<file path="src/ptl_pkg.sv">
// Package for the protocol type list responder: payload layout, codes, carrier types.
// Assumes one 100 MHz clock and 32-bit payload words streamed MSB byte first.
package ptl_pkg;

    // ------------------------------------------------------------
    // Payload codes and layout
    // ------------------------------------------------------------
    localparam logic [7:0] PTL_REQ_CODE = 8'h63;
    localparam logic [7:0] PTL_ACC_CODE = 8'h02;
    localparam logic [7:0] PTL_RJT_CODE = 8'h01;
    localparam logic [7:0] PTL_VENDOR_TYPE_MIN = 8'hE0;
    localparam logic [15:0] PTL_HDR_BYTES = 16'h0008;
    localparam logic [15:0] PTL_ENTRY_BYTES = 16'h0004;
    localparam int PTL_CODE_MSB = 31;
    localparam int PTL_CODE_LSB = 24;
    localparam int PTL_LEN_MSB = 15;
    localparam int PTL_LEN_LSB = 0;
    localparam int PTL_TOTAL_LSB = 16;
    localparam int PTL_INDEX_LSB = 0;
    localparam int PTL_QUAL_W = 24;
    localparam int PTL_FIFO_DEPTH = 32;
    localparam int PTL_MAX_ENTRIES = 16;

    // ------------------------------------------------------------
    // Carriers
    // ------------------------------------------------------------
    typedef struct packed {
        logic [31:0] data;
        logic last;
    } ptl_word_t;

    typedef struct packed {
        logic [7:0] protocol_type_code;
        logic [23:0] registered_org_identifier;
    } ptl_entry_t;

endpackage : ptl_pkg

</file>
<file path="src/ptl_fifo.sv">
// Synchronous FIFO with valid/ready on both sides.
// Assumes one clock; width and depth are parameters, depth a power of two.
module ptl_fifo #(
    parameter int WIDTH = 33,
    parameter int DEPTH = 32
) (
    input wire logic clk,
    input wire logic rst_b,
    input wire logic [WIDTH-1:0] in_data,
    input wire logic in_valid,
    output logic in_ready,
    output logic [WIDTH-1:0] out_data,
    output logic out_valid,
    input wire logic out_ready
);
    localparam int AW = $clog2(DEPTH);
    logic [WIDTH-1:0] mem [DEPTH];
    logic [AW:0] wr_reg, wr_next, rd_reg, rd_next;
    logic push, pop;
    logic valid_reg, valid_next, room_reg, room_next;

    // Flags registered so both handshake outputs come straight from flops
    assign in_ready = room_reg;
    assign out_valid = valid_reg;
    assign out_data = mem[rd_reg[AW-1:0]];
    assign push = in_valid && in_ready;
    assign pop = out_valid && out_ready;

    always_comb begin
        wr_next = wr_reg + (AW+1)'(push);
        rd_next = rd_reg + (AW+1)'(pop);
        valid_next = (wr_next != rd_next);
        room_next = (wr_next - rd_next) != (AW+1)'(DEPTH);
    end

    always_ff @(posedge clk) begin
        if (push) begin
            mem[wr_reg[AW-1:0]] <= in_data;
        end
    end

    always_ff @(posedge clk or negedge rst_b) begin
        if (!rst_b) begin
            wr_reg <= '0;
            rd_reg <= '0;
            valid_reg <= 1'b0;
            room_reg <= 1'b1;
        end else begin
            wr_reg <= wr_next;
            rd_reg <= rd_next;
            valid_reg <= valid_next;
            room_reg <= room_next;
        end
    end
endmodule : ptl_fifo

</file>
<file path="src/ptl_responder.sv">
// Responder for the protocol type list request: parses a two-word request,
// answers with an acceptance listing or a reject, through a 32-word FIFO.
// Assumes requests arrive as word streams; the sink applies back-pressure.

// How it works
// RQ1 - Requester puts max reply bytes in low half of request word 0.
// RQ2 - A zero max size means the reply length is unbounded.
// RQ3 - Requester puts starting index in low byte of request word 1.
// RQ4 - Supported protocols are indexed from zero to count minus one.
// RQ5 - Acceptance reply carries code 02h in top byte of word 0.
// RQ6 - A declined request is answered with a reject reply instead.
// RQ7 - Reply word 0 low half holds length eight plus four per entry.
// RQ8 - Reply word 1 byte one holds total supported protocol count.
// RQ9 - Requester may page forward by entries received when more remain.
// RQ10 - Reply word 1 last byte echoes the starting index requested.
// RQ11 - Each entry word holds type code on top, qualifier below.
// RQ12 - Types 00h to DFh carry a zero qualifier.
// RQ13 - Types E0h to FFh carry the defining organisation identifier.
// RQ14 - Requester only asks after port login has completed.
// RQ15 - With nonzero limit, entries are cut to fit the limit.
// RQ16 - Entries go out ascending from the index to end or limit.
module ptl_responder
    import ptl_pkg::*;
#(
    parameter int NUM_ENTRIES = ptl_pkg::PTL_MAX_ENTRIES,
    parameter int FIFO_DEPTH = ptl_pkg::PTL_FIFO_DEPTH
) (
    input wire logic clk,
    input wire logic rst_b,
    input ptl_pkg::ptl_word_t req_word,
    input wire logic req_valid,
    output logic req_ready,
    input wire logic [7:0] supported_count,
    input ptl_pkg::ptl_entry_t [NUM_ENTRIES-1:0] entry_table,
    input wire logic service_enable,
    output ptl_pkg::ptl_word_t rsp_word,
    output logic rsp_valid,
    input wire logic rsp_ready,
    output logic busy
);
    import ptl_pkg::*;

    // ------------------------------------------------------------
    // Helpers
    // ------------------------------------------------------------
    function automatic logic [31:0] entry_word(input ptl_entry_t e);
        // Standard-range types must not leak a qualifier
        if (e.protocol_type_code >= PTL_VENDOR_TYPE_MIN) begin
            return {e.protocol_type_code, e.registered_org_identifier}; // RQ13
        end
        return {e.protocol_type_code, {PTL_QUAL_W{1'b0}}}; // RQ12
    endfunction : entry_word

    typedef enum {S_W0, S_W1, S_HDR0, S_HDR1, S_ENT, S_RJT} ptl_state_t;

    ptl_state_t state_reg, state_next;
    logic [15:0] max_reg, max_next;
    logic [7:0] idx_reg, idx_next;
    logic [7:0] cnt_reg, cnt_next;
    logic [7:0] pos_reg, pos_next;
    logic [7:0] total_reg, total_next;
    logic ok_reg, ok_next;
    logic busy_reg, busy_next;
    logic ready_reg, ready_next;
    ptl_word_t f_in;
    logic f_valid, f_ready;
    logic [7:0] avail, fit, limit_cap;
    logic [15:0] room;
    logic [7:0] clamp_count;

    // ------------------------------------------------------------
    // Entry count: available from index, bounded by size limit
    // ------------------------------------------------------------
    always_comb begin
        clamp_count = (supported_count > 8'(NUM_ENTRIES)) ? 8'(NUM_ENTRIES)
                                                        : supported_count; // RQ4
        avail = (idx_reg < clamp_count) ? (clamp_count - idx_reg) : 8'h00; // RQ16
        room = (max_reg > PTL_HDR_BYTES) ? (max_reg - PTL_HDR_BYTES) : 16'h0000;
        limit_cap = (room[15:2] > 14'h00FF) ? 8'hFF : room[9:2];
        if (max_reg == 16'h0000) begin
            fit = avail; // RQ2
        end else begin
            fit = (avail < limit_cap) ? avail : limit_cap; // RQ15
        end
    end

    // ------------------------------------------------------------
    // Request parse and reply build
    // ------------------------------------------------------------
    assign req_ready = ready_reg;

    always_comb begin
        state_next = state_reg;
        max_next = max_reg;
        idx_next = idx_reg;
        cnt_next = cnt_reg;
        pos_next = pos_reg;
        total_next = total_reg;
        ok_next = ok_reg;
        busy_next = (state_reg != S_W0);
        f_in = '0;
        f_valid = 1'b0;
        case (state_reg)
            S_W0: begin
                if (req_valid) begin
                    ok_next = service_enable
                        && req_word.data[PTL_CODE_MSB:PTL_CODE_LSB] == PTL_REQ_CODE;
                    max_next = req_word.data[PTL_LEN_MSB:PTL_LEN_LSB]; // RQ1
                    // Short request: reject without waiting for word 1
                    if (req_word.last) begin
                        ok_next = 1'b0;
                        state_next = S_RJT;
                    end else begin
                        state_next = S_W1;
                    end
                end
            end
            S_W1: begin
                if (req_valid) begin
                    idx_next = req_word.data[PTL_INDEX_LSB +: 8]; // RQ3
                    // Extra trailing words would be misparsed, so refuse
                    if (!req_word.last) begin
                        ok_next = 1'b0;
                    end
                    state_next = (ok_reg && req_word.last) ? S_HDR0 : S_RJT;
                end
            end
            S_HDR0: begin
                cnt_next = fit;
                pos_next = idx_reg;
                total_next = supported_count;
                f_valid = 1'b1;
                f_in.data = {PTL_ACC_CODE, 8'h00,
                    16'(PTL_HDR_BYTES + PTL_ENTRY_BYTES * 16'(fit))}; // RQ5 RQ7
                if (f_ready) begin
                    state_next = S_HDR1;
                end
            end
            S_HDR1: begin
                f_valid = 1'b1;
                f_in.data = {8'h00, total_reg, 8'h00, idx_reg}; // RQ8 RQ10
                f_in.last = (cnt_reg == 8'h00);
                if (f_ready) begin
                    state_next = (cnt_reg == 8'h00) ? S_W0 : S_ENT;
                end
            end
            S_ENT: begin
                f_valid = 1'b1;
                f_in.data = entry_word(entry_table[pos_reg[$clog2(NUM_ENTRIES)-1:0]]); // RQ11
                f_in.last = (cnt_reg == 8'h01);
                if (f_ready) begin
                    pos_next = pos_reg + 8'h01; // RQ16
                    cnt_next = cnt_reg - 8'h01;
                    if (cnt_reg == 8'h01) begin
                        state_next = S_W0;
                    end
                end
            end
            S_RJT: begin
                f_valid = 1'b1;
                f_in.data = {PTL_RJT_CODE, 24'h000000}; // RQ6
                f_in.last = 1'b1;
                if (f_ready) begin
                    state_next = S_W0;
                end
            end
            default: state_next = S_W0;
        endcase
        ready_next = (state_next == S_W0) || (state_next == S_W1);
    end

    always_ff @(posedge clk or negedge rst_b) begin
        if (!rst_b) begin
            state_reg <= S_W0;
            max_reg <= 16'h0000;
            idx_reg <= 8'h00;
            cnt_reg <= 8'h00;
            pos_reg <= 8'h00;
            total_reg <= 8'h00;
            ok_reg <= 1'b0;
            busy_reg <= 1'b0;
            ready_reg <= 1'b1;
        end else begin
            state_reg <= state_next;
            max_reg <= max_next;
            idx_reg <= idx_next;
            cnt_reg <= cnt_next;
            pos_reg <= pos_next;
            total_reg <= total_next;
            ok_reg <= ok_next;
            busy_reg <= busy_next;
            ready_reg <= ready_next;
        end
    end

    assign busy = busy_reg;

    // ------------------------------------------------------------
    // Output buffer; back-pressure stalls the builder
    // ------------------------------------------------------------
    ptl_word_t f_out;
    ptl_fifo #(.WIDTH($bits(ptl_word_t)), .DEPTH(FIFO_DEPTH)) u_fifo (
        .clk(clk),
        .rst_b(rst_b),
        .in_data(f_in),
        .in_valid(f_valid),
        .in_ready(f_ready),
        .out_data(f_out),
        .out_valid(rsp_valid),
        .out_ready(rsp_ready)
    );
    assign rsp_word = f_out;

    // ------------------------------------------------------------
    // Checks
    // ------------------------------------------------------------
    property p_acc_len;
        @(posedge clk) disable iff (!rst_b)
        (state_reg == S_HDR0 && f_ready) |->
            f_in.data[1:0] == 2'b00 && f_in.data[15:0] >= 16'd8
            && (f_in.data[15:0] - 16'd8) <= {6'h00, avail, 2'b00};
    endproperty
    a_acc_len: assert property (p_acc_len) else $error("bad reply length"); // RQ7

    property p_acc_code;
        @(posedge clk) disable iff (!rst_b)
        (state_reg == S_HDR0) |-> f_in.data[31:24] == 8'h02;
    endproperty
    a_acc_code: assert property (p_acc_code) else $error("bad accept code"); // RQ5

    property p_limit;
        @(posedge clk) disable iff (!rst_b)
        (state_reg == S_HDR0 && max_reg >= 16'd8) |->
            (f_in.data[15:0] <= max_reg);
    endproperty
    a_limit: assert property (p_limit) else $error("reply exceeds limit"); // RQ15

    property p_qual_zero;
        @(posedge clk) disable iff (!rst_b)
        (state_reg == S_ENT && f_in.data[31:24] < 8'hE0) |-> f_in.data[23:0] == 24'h0;
    endproperty
    a_qual_zero: assert property (p_qual_zero) else $error("qualifier not zero"); // RQ12

    property p_index_echo;
        @(posedge clk) disable iff (!rst_b)
        (state_reg == S_HDR1) |-> f_in.data[7:0] == idx_reg && f_in.data[23:16] == total_reg;
    endproperty
    a_index_echo: assert property (p_index_echo) else $error("bad word 1"); // RQ10

    property p_ascend;
        @(posedge clk) disable iff (!rst_b)
        (state_reg == S_ENT && f_ready && cnt_reg != 8'h01) |=>
            pos_reg == $past(pos_reg) + 8'h01;
    endproperty
    a_ascend: assert property (p_ascend) else $error("entries not ascending"); // RQ16

    property p_reject;
        @(posedge clk) disable iff (!rst_b)
        (state_reg == S_W1 && req_valid && !ok_reg) |=> state_reg == S_RJT;
    endproperty
    a_reject: assert property (p_reject) else $error("missing reject"); // RQ6

    property p_unbounded;
        @(posedge clk) disable iff (!rst_b)
        (state_reg == S_HDR0 && max_reg == 16'h0) |->
            f_in.data[15:0] == {6'h00, avail, 2'b00} + 16'd8;
    endproperty
    a_unbounded: assert property (p_unbounded) else $error("zero limit cut list"); // RQ2

    c_accept: cover property (@(posedge clk) disable iff (!rst_b) state_reg == S_HDR0 && f_ready);
    c_reject: cover property (@(posedge clk) disable iff (!rst_b) state_reg == S_RJT && f_ready);
    c_stall: cover property (@(posedge clk) disable iff (!rst_b) f_valid && !f_ready);
endmodule : ptl_responder

</file>
<file path="config.mk">
export PLATFORM = sky130hd
export DESIGN_NAME = ptl_responder
export DESIGN_NICKNAME = d
export VERILOG_FILES = /design/src/ptl_pkg.sv /design/src/ptl_fifo.sv /design/src/ptl_responder.sv
export SDC_FILE = /design/constraint.sdc
export NUM_CORES = 1
export LEC_CHECK = 0
export BUFFER_PORTS_ARGS = -buffer_cell sky130_fd_sc_hd__buf_4
export CAP_MARGIN = 0
export CORE_MARGIN = 5
export CORE_UTILIZATION = 45
export DETAILED_ROUTE_END_ITERATION = 8
export PLACE_DENSITY = 0.73
export SYNTH_ARGS = -nofsm -noshare
export SYNTH_HDL_FRONTEND = slang
export SYNTH_SLANG_ARGS = --single-unit
</file>
<file path="constraint.sdc">
create_clock -name clk -period 9.3 [get_ports clk]
set_input_delay 0.93 -clock clk [delete_from_list [all_inputs] [get_ports clk]]
set_output_delay 0.93 -clock clk [all_outputs]
set_load 0.01 [all_outputs]
</file>
== After elaboration in Yosys (flattened, before gate mapping) ==
Memories as Yosys holds them, arrays and structs flattened.
Cells that the tools add are included.
Widths: inputs -> output; s select.

* Eq/ne operators: 14
* Mux-type cells: 37
* Add/subtract/negate cells: 8
* Magnitude comparators: 7
* Reductions and logical operators: 17

{| class="wikitable"
|+ Operator list
! kind !! count
|-
| $mux 32 || 10
|-
| $pmux 32 s6 || 1
|-
| $bmux 32 s4 || 1
|-
| $pmux 32 s4 || 1
|-
| $eq 32x2->1 const B || 3
|-
| $eq 32x3->1 const B || 2
|-
| $logic_not 32->1 || 2
|-
| $mux 8 || 7
|-
| $eq 32x1->1 const B || 1
|-
| $pmux 8 s2 || 2
|-
| $reduce_bool 32->1 || 1
|-
| $gt 16x4->1 const B || 1
|-
| $logic_not 16->1 || 1
|-
| $lt 8x8->1 || 2
|-
| $mux 16 || 1
|-
| $sub 16x4->16 const B || 1
|-
| $gt 14x8->1 const B || 1
|-
| $add 6x1->6 || 2
|-
| $add 4x10->11 const A || 1
|-
| $mux 1 || 9
|-
| $mux 3 || 3
|-
| $add 8x1->8 const B || 1
|-
| $eq 8x1->1 const B || 1
|-
| $eq 8x7->1 const B || 1
|-
| 19 further kinds || 27
|}

* Bits of input ports: 558
* Logic and storage cells: 97
* Memory bits (writable): 1056
* Memories: 1
* Bits in registers: 97
* Output and inout bits: 36

{| class="wikitable"
|+ Memories
! memory !! words !! width !! rd ports !! clocked after Yosys merged registers in !! write ports !! line !! source
|-
| u_fifo.mem || 32 || 33 || 1 || 0 || 1 || ptl_fifo.sv:17 || <nowiki>logic [WIDTH-1:0] mem [DEPTH];</nowiki>
|}

== Longest topological paths before layout ==
* Depth after elaboration: 9
* Mapped depth: 25
* Gate-level depth less buffers: 24

== Cells and area by module ==
From an unflattened synthesis, not the netlist that was laid out.

* Cell total of the unflattened synthesis: 2735
* Area total of the unflattened synthesis: 49984.2 um2

{| class="wikitable"
|+ By module, submodules not included
! module !! area each (um2) !! seq. area each (um2) !! cells an instance !! instances
|-
| ptl_fifo || 41412.2 || 32062.0 || 2017 || 1
|-
| ptl_responder || 8572.0 || 1978.1 || 718 || 1
|}

== Worst setup path after synthesis ==
Ideal clock, no wire load.

* Path type: input to register
* Start point: input supported_count[7]
* End point: memory u_fifo.mem[0][8], data pin
* Stages: 24
* Required time: 8846 ps
* Data arrival time: 6956 ps
* Path slack: 1890 ps
* Buffers on the path: 1
* Library setup time: 454 ps
* Cell sequence: nor4_1 nand2_1 ha_1 inv_1 fa_1 a211oi_1 o211a_1 nor4_1 clkbuf_1 nand2b_1 mux2i_1 ha_1 and2_1 a211oi_1 o21ai_0 a2111oi_0 a31o_2 nor2_2 o21ai_0 ha_1 nand3_1 xnor2_1 mux2i_1 o21ai_0

{| class="wikitable"
|+ RTL lines
! element !! line !! source
|-
| from (decl) || ptl_responder.sv:33 || <nowiki>input wire logic [7:0] supported_count,</nowiki>
|-
| to (decl) || ptl_fifo.sv:17 ||
|}

==> flow_metrics.env <==
export IMPL_wire_length_of_the_first_global_routing_pass_um=223000
export IMPL_vias=30831
export IMPL_yosys_area_top_type_share=0.634
export IMPL_yosys_warnings=0
export IMPL_comb_power_share=0.243
export IMPL_synth_main_ff_cell="sky130_fd_sc_hd__edfxtp_1"
export IMPL_timing_final_hold_violations=0
export IMPL_post_cts_setup_buffer_count=0
export IMPL_drt_pre_antenna_iters=6
export IMPL_tightestPinTransition_ns=1.38
export IMPL_total_wire_length_um=161000
export IMPL_p_int_mw=9.35
export IMPL_crit_reg2reg_launch="idx_reg[0]$_DFFE_PN0P_"
export IMPL_cts_max_level=3
export IMPL_detailedPlacementHpwl_um=108000
export IMPL_ys_seq_elements=1149
export IMPL_clk_latency_ns=0.68
export IMPL_pre_cts_slack_ns=1.53
export IMPL_netlist_cell_type_count=71
export IMPL_maxClockFrequency_mhz=139
export IMPL_netlist_instances=2888
export IMPL_post_synth_cell_area_avg_sq_um=17.3
export IMPL_dp_cells=4879
export IMPL_place_area_sq_mm=0.0566
export IMPL_seq_power_share=0.428
export IMPL_ys_top_cells_by_count="sky130_fd_sc_hd__edfxtp_1 (1,056), sky130_fd_sc_hd__mux4_2 (291), sky130_fd_sc_hd__nand2_1 (206), sky130_fd_sc_hd__mux2i_1 (205), sky130_fd_sc_hd__o21ai_0 (137)"
export IMPL_floorplan_rows=122
export IMPL_cts_made_buffers=110
export IMPL_gpl_final_weighted_congestion=1.03
export IMPL_cellPowerDensity_mw_per_mm2=222
export IMPL_yosys_top_cells_area="sky130_fd_sc_hd__edfxtp_1 (63%), sky130_fd_sc_hd__mux4_2 (13%), sky130_fd_sc_hd__dfrtp_1 (4.6%)"
export IMPL_clk_transition_reported_paths_ns=0.06
export IMPL_critPathMaxFanout=32
export IMPL_drc=0
export IMPL_worst_setup_path_start_kind="input port"
export IMPL_post_synth_top_count_cell="sky130_fd_sc_hd__edfxtp_1"
export IMPL_vdd_ir_max_mv=0.280
export IMPL_fillerInstances=8656
export IMPL_grt_start_max_net_pins=122
export IMPL_synth_async_sr_flop_share=0.0809
export IMPL_die_x_um=343
export IMPL_vias_per_cell=6.04
export IMPL_grt_setup_unrepaired="false"
export IMPL_setup_viol=0
export IMPL_finalWorstSetupSlack_ns=2.11
export IMPL_final_cycle_utilization_of_the_critical_path=0.773
export IMPL_via_count_of_the_first_global_routing_pass=30942
export IMPL_final_layout_size_suffix_gt1_frac=0.357
export IMPL_finish_instance_area_sq_mm=0.0602
export IMPL_required_ns=9.59
export IMPL_routedWlPerCell_um=31.5
export IMPL_slowest_stage="sky130_fd_sc_hd__a211oi_1"
export IMPL_cts_sink_count=1149
export IMPL_antenna_violating_nets_left=0
export IMPL_vertical_extent_of_the_die_um=343
export IMPL_placeableCoreArea_sq_mm=0.111
export IMPL_final_period_minus_worst_setup_slack_ns=7.19
export IMPL_finalNonFillerCells=5105
export IMPL_cp_startpoint="supported_count[7]"
export IMPL_worst_ep_arrival_time_ns=7.48
export IMPL_netSwitchingFraction=0.300
export IMPL_critical_path_max_stage_delay_ns=0.59
export IMPL_cts_resized=0
export IMPL_seq_area_frac_synth=0.681
export IMPL_cts_hold_repair_buffers=0
export IMPL_power_net_switching_mw=4.00
export IMPL_cts_max_path_buffers=3
export IMPL_quantity_of_i_o_buffers_inserted_on_ports=585
export IMPL_drt_iter0_markers=3140
export IMPL_groute_usage_overall=0.266
export IMPL_initial_utilization=0.452
export IMPL_cts_root_buf="sky130_fd_sc_hd__clkbuf_16"
export IMPL_mappedNetlistArea_sq_mm=0.0500
export IMPL_p_leak_nw=21.4
export IMPL_timing_hold_worst_class="input port to async pin"
export IMPL_setup_total_neg_slack_ns=0
export IMPL_tritoncts="built"
export IMPL_floorplan_die_area_sq_mm=0.118
export IMPL_yosysTopAreaCell="sky130_fd_sc_hd__edfxtp_1"
export IMPL_outcome="finished clean"
export IMPL_final_util=0.545
export IMPL_areaGrowthSynthToFinish_pct=20.4
export IMPL_max_slew_margin=0.0798
export IMPL_final_nets=4090
export IMPL_clock_skew_ns=0.0243
export IMPL_synth_edff_count=1056
export IMPL_io_pin_count=594
export IMPL_largest_register_ffs=1056
export IMPL_timing_max_transition_violations_final=0
export IMPL_critical_path_class="input port to flop"
export IMPL_pwr_share_clk=0.329
export IMPL_antenna_violations_before_repair=33
export IMPL_overflow=0
export IMPL_cap_viol_max_count=0
export IMPL_critical_path_endpoint_type="flop"
==> worst max-delay path, delay by kind of cell <==
kind,cells,cell delay [ns]
buf+inv,4,0.62
mux,1,0.39
fa+ha+maj,4,1.11
simple gates,7,1.10
compound gates,9,3.19
xor+xnor,1,0.14
==> metal layers <==
layer,global-route usage,wire [um],share of wire
met1,0.333,58500,0.36
met3,0.0574,13900,0.087
met5,0.00694,156,0.00097
met2,0.440,79300,0.49
met4,0.136,9050,0.056
==> final timing paths <==
kind                                               endpoint  slack [ns]  depth (start not counted)
min in group clk                   total_reg[0]$_DFFE_PN0P_        0.48                          2
worst min register to register     total_reg[0]$_DFFE_PN0P_        0.48                          2
worst min-delay path                max_reg[13]$_DFFE_PN0P_        0.19                          1
max in group asynchronous        u_fifo.rd_reg[3]$_DFF_PN0_        7.85                          2
worst max-delay path            u_fifo.mem[9][10]$_DFFE_PP_        2.11                         26
worst max register to register  u_fifo.mem[9][10]$_DFFE_PP_        2.61                         22
==> cell type report <==
class	instances	area [sq um]	share of cell area
flip-flops and latches	1149	34100	0.566
multi-input cells	1547	15600	0.258
repair buffers	654	4960	0.0824
clock buffers	137	2890	0.0479
well taps	1488	1860	0.0309
clock inverters	64	654	0.0109
inverters	41	154	0.00256
diodes	25	62.6	0.00104
==> kinds of logic after synthesis <==
kind of cell             synth area share
AO/OA/AOI/OAI                      0.0576
AND/OR/NAND/NOR                    0.0383
multiplexers                        0.193
other                           0.0000750
XOR/XNOR                          0.00525
adder cells (fa/ha/maj)           0.00741
flip-flops                          0.681
buffers and inverters              0.0181
==> per-stage QoR <==
stage | total power [mW] | hold slack, ns
after CTS | 13.4 | 0.179
final | 13.4 | 0.189
after detailed placement | 9.08 | 0.463
after floorplan | 7.77 | 0.446
after global routing | 13.8 | 0.209
after global placement | 9.04 | 0.464
==> placed cells by master (no fill, tap or decap), types with 91 or more instances in the layout <==
master / instances
sky130_fd_sc_hd__a21oi_1: 117
sky130_fd_sc_hd__buf_4: 650
sky130_fd_sc_hd__clkbuf_16: 111
sky130_fd_sc_hd__edfxtp_1: 1056
sky130_fd_sc_hd__mux2_2: 91
sky130_fd_sc_hd__mux2i_1: 205
sky130_fd_sc_hd__mux4_2: 291
sky130_fd_sc_hd__nand2_1: 205
sky130_fd_sc_hd__o21ai_0: 123
sky130_fd_sc_hd__o221ai_1: 99
==> power groups by stage <==
stage                     clock network [mW]  logic (mW)  registers, mW
after floorplan                            0        2.07           5.70
after global placement                     0        3.22           5.82
after detailed placement                   0        3.25           5.82
after CTS                               4.45        3.26           5.71
after global routing                    4.67        3.45           5.72
final                                   4.39        3.25           5.71
Note: power is estimated with default switching activity, not from simulation.
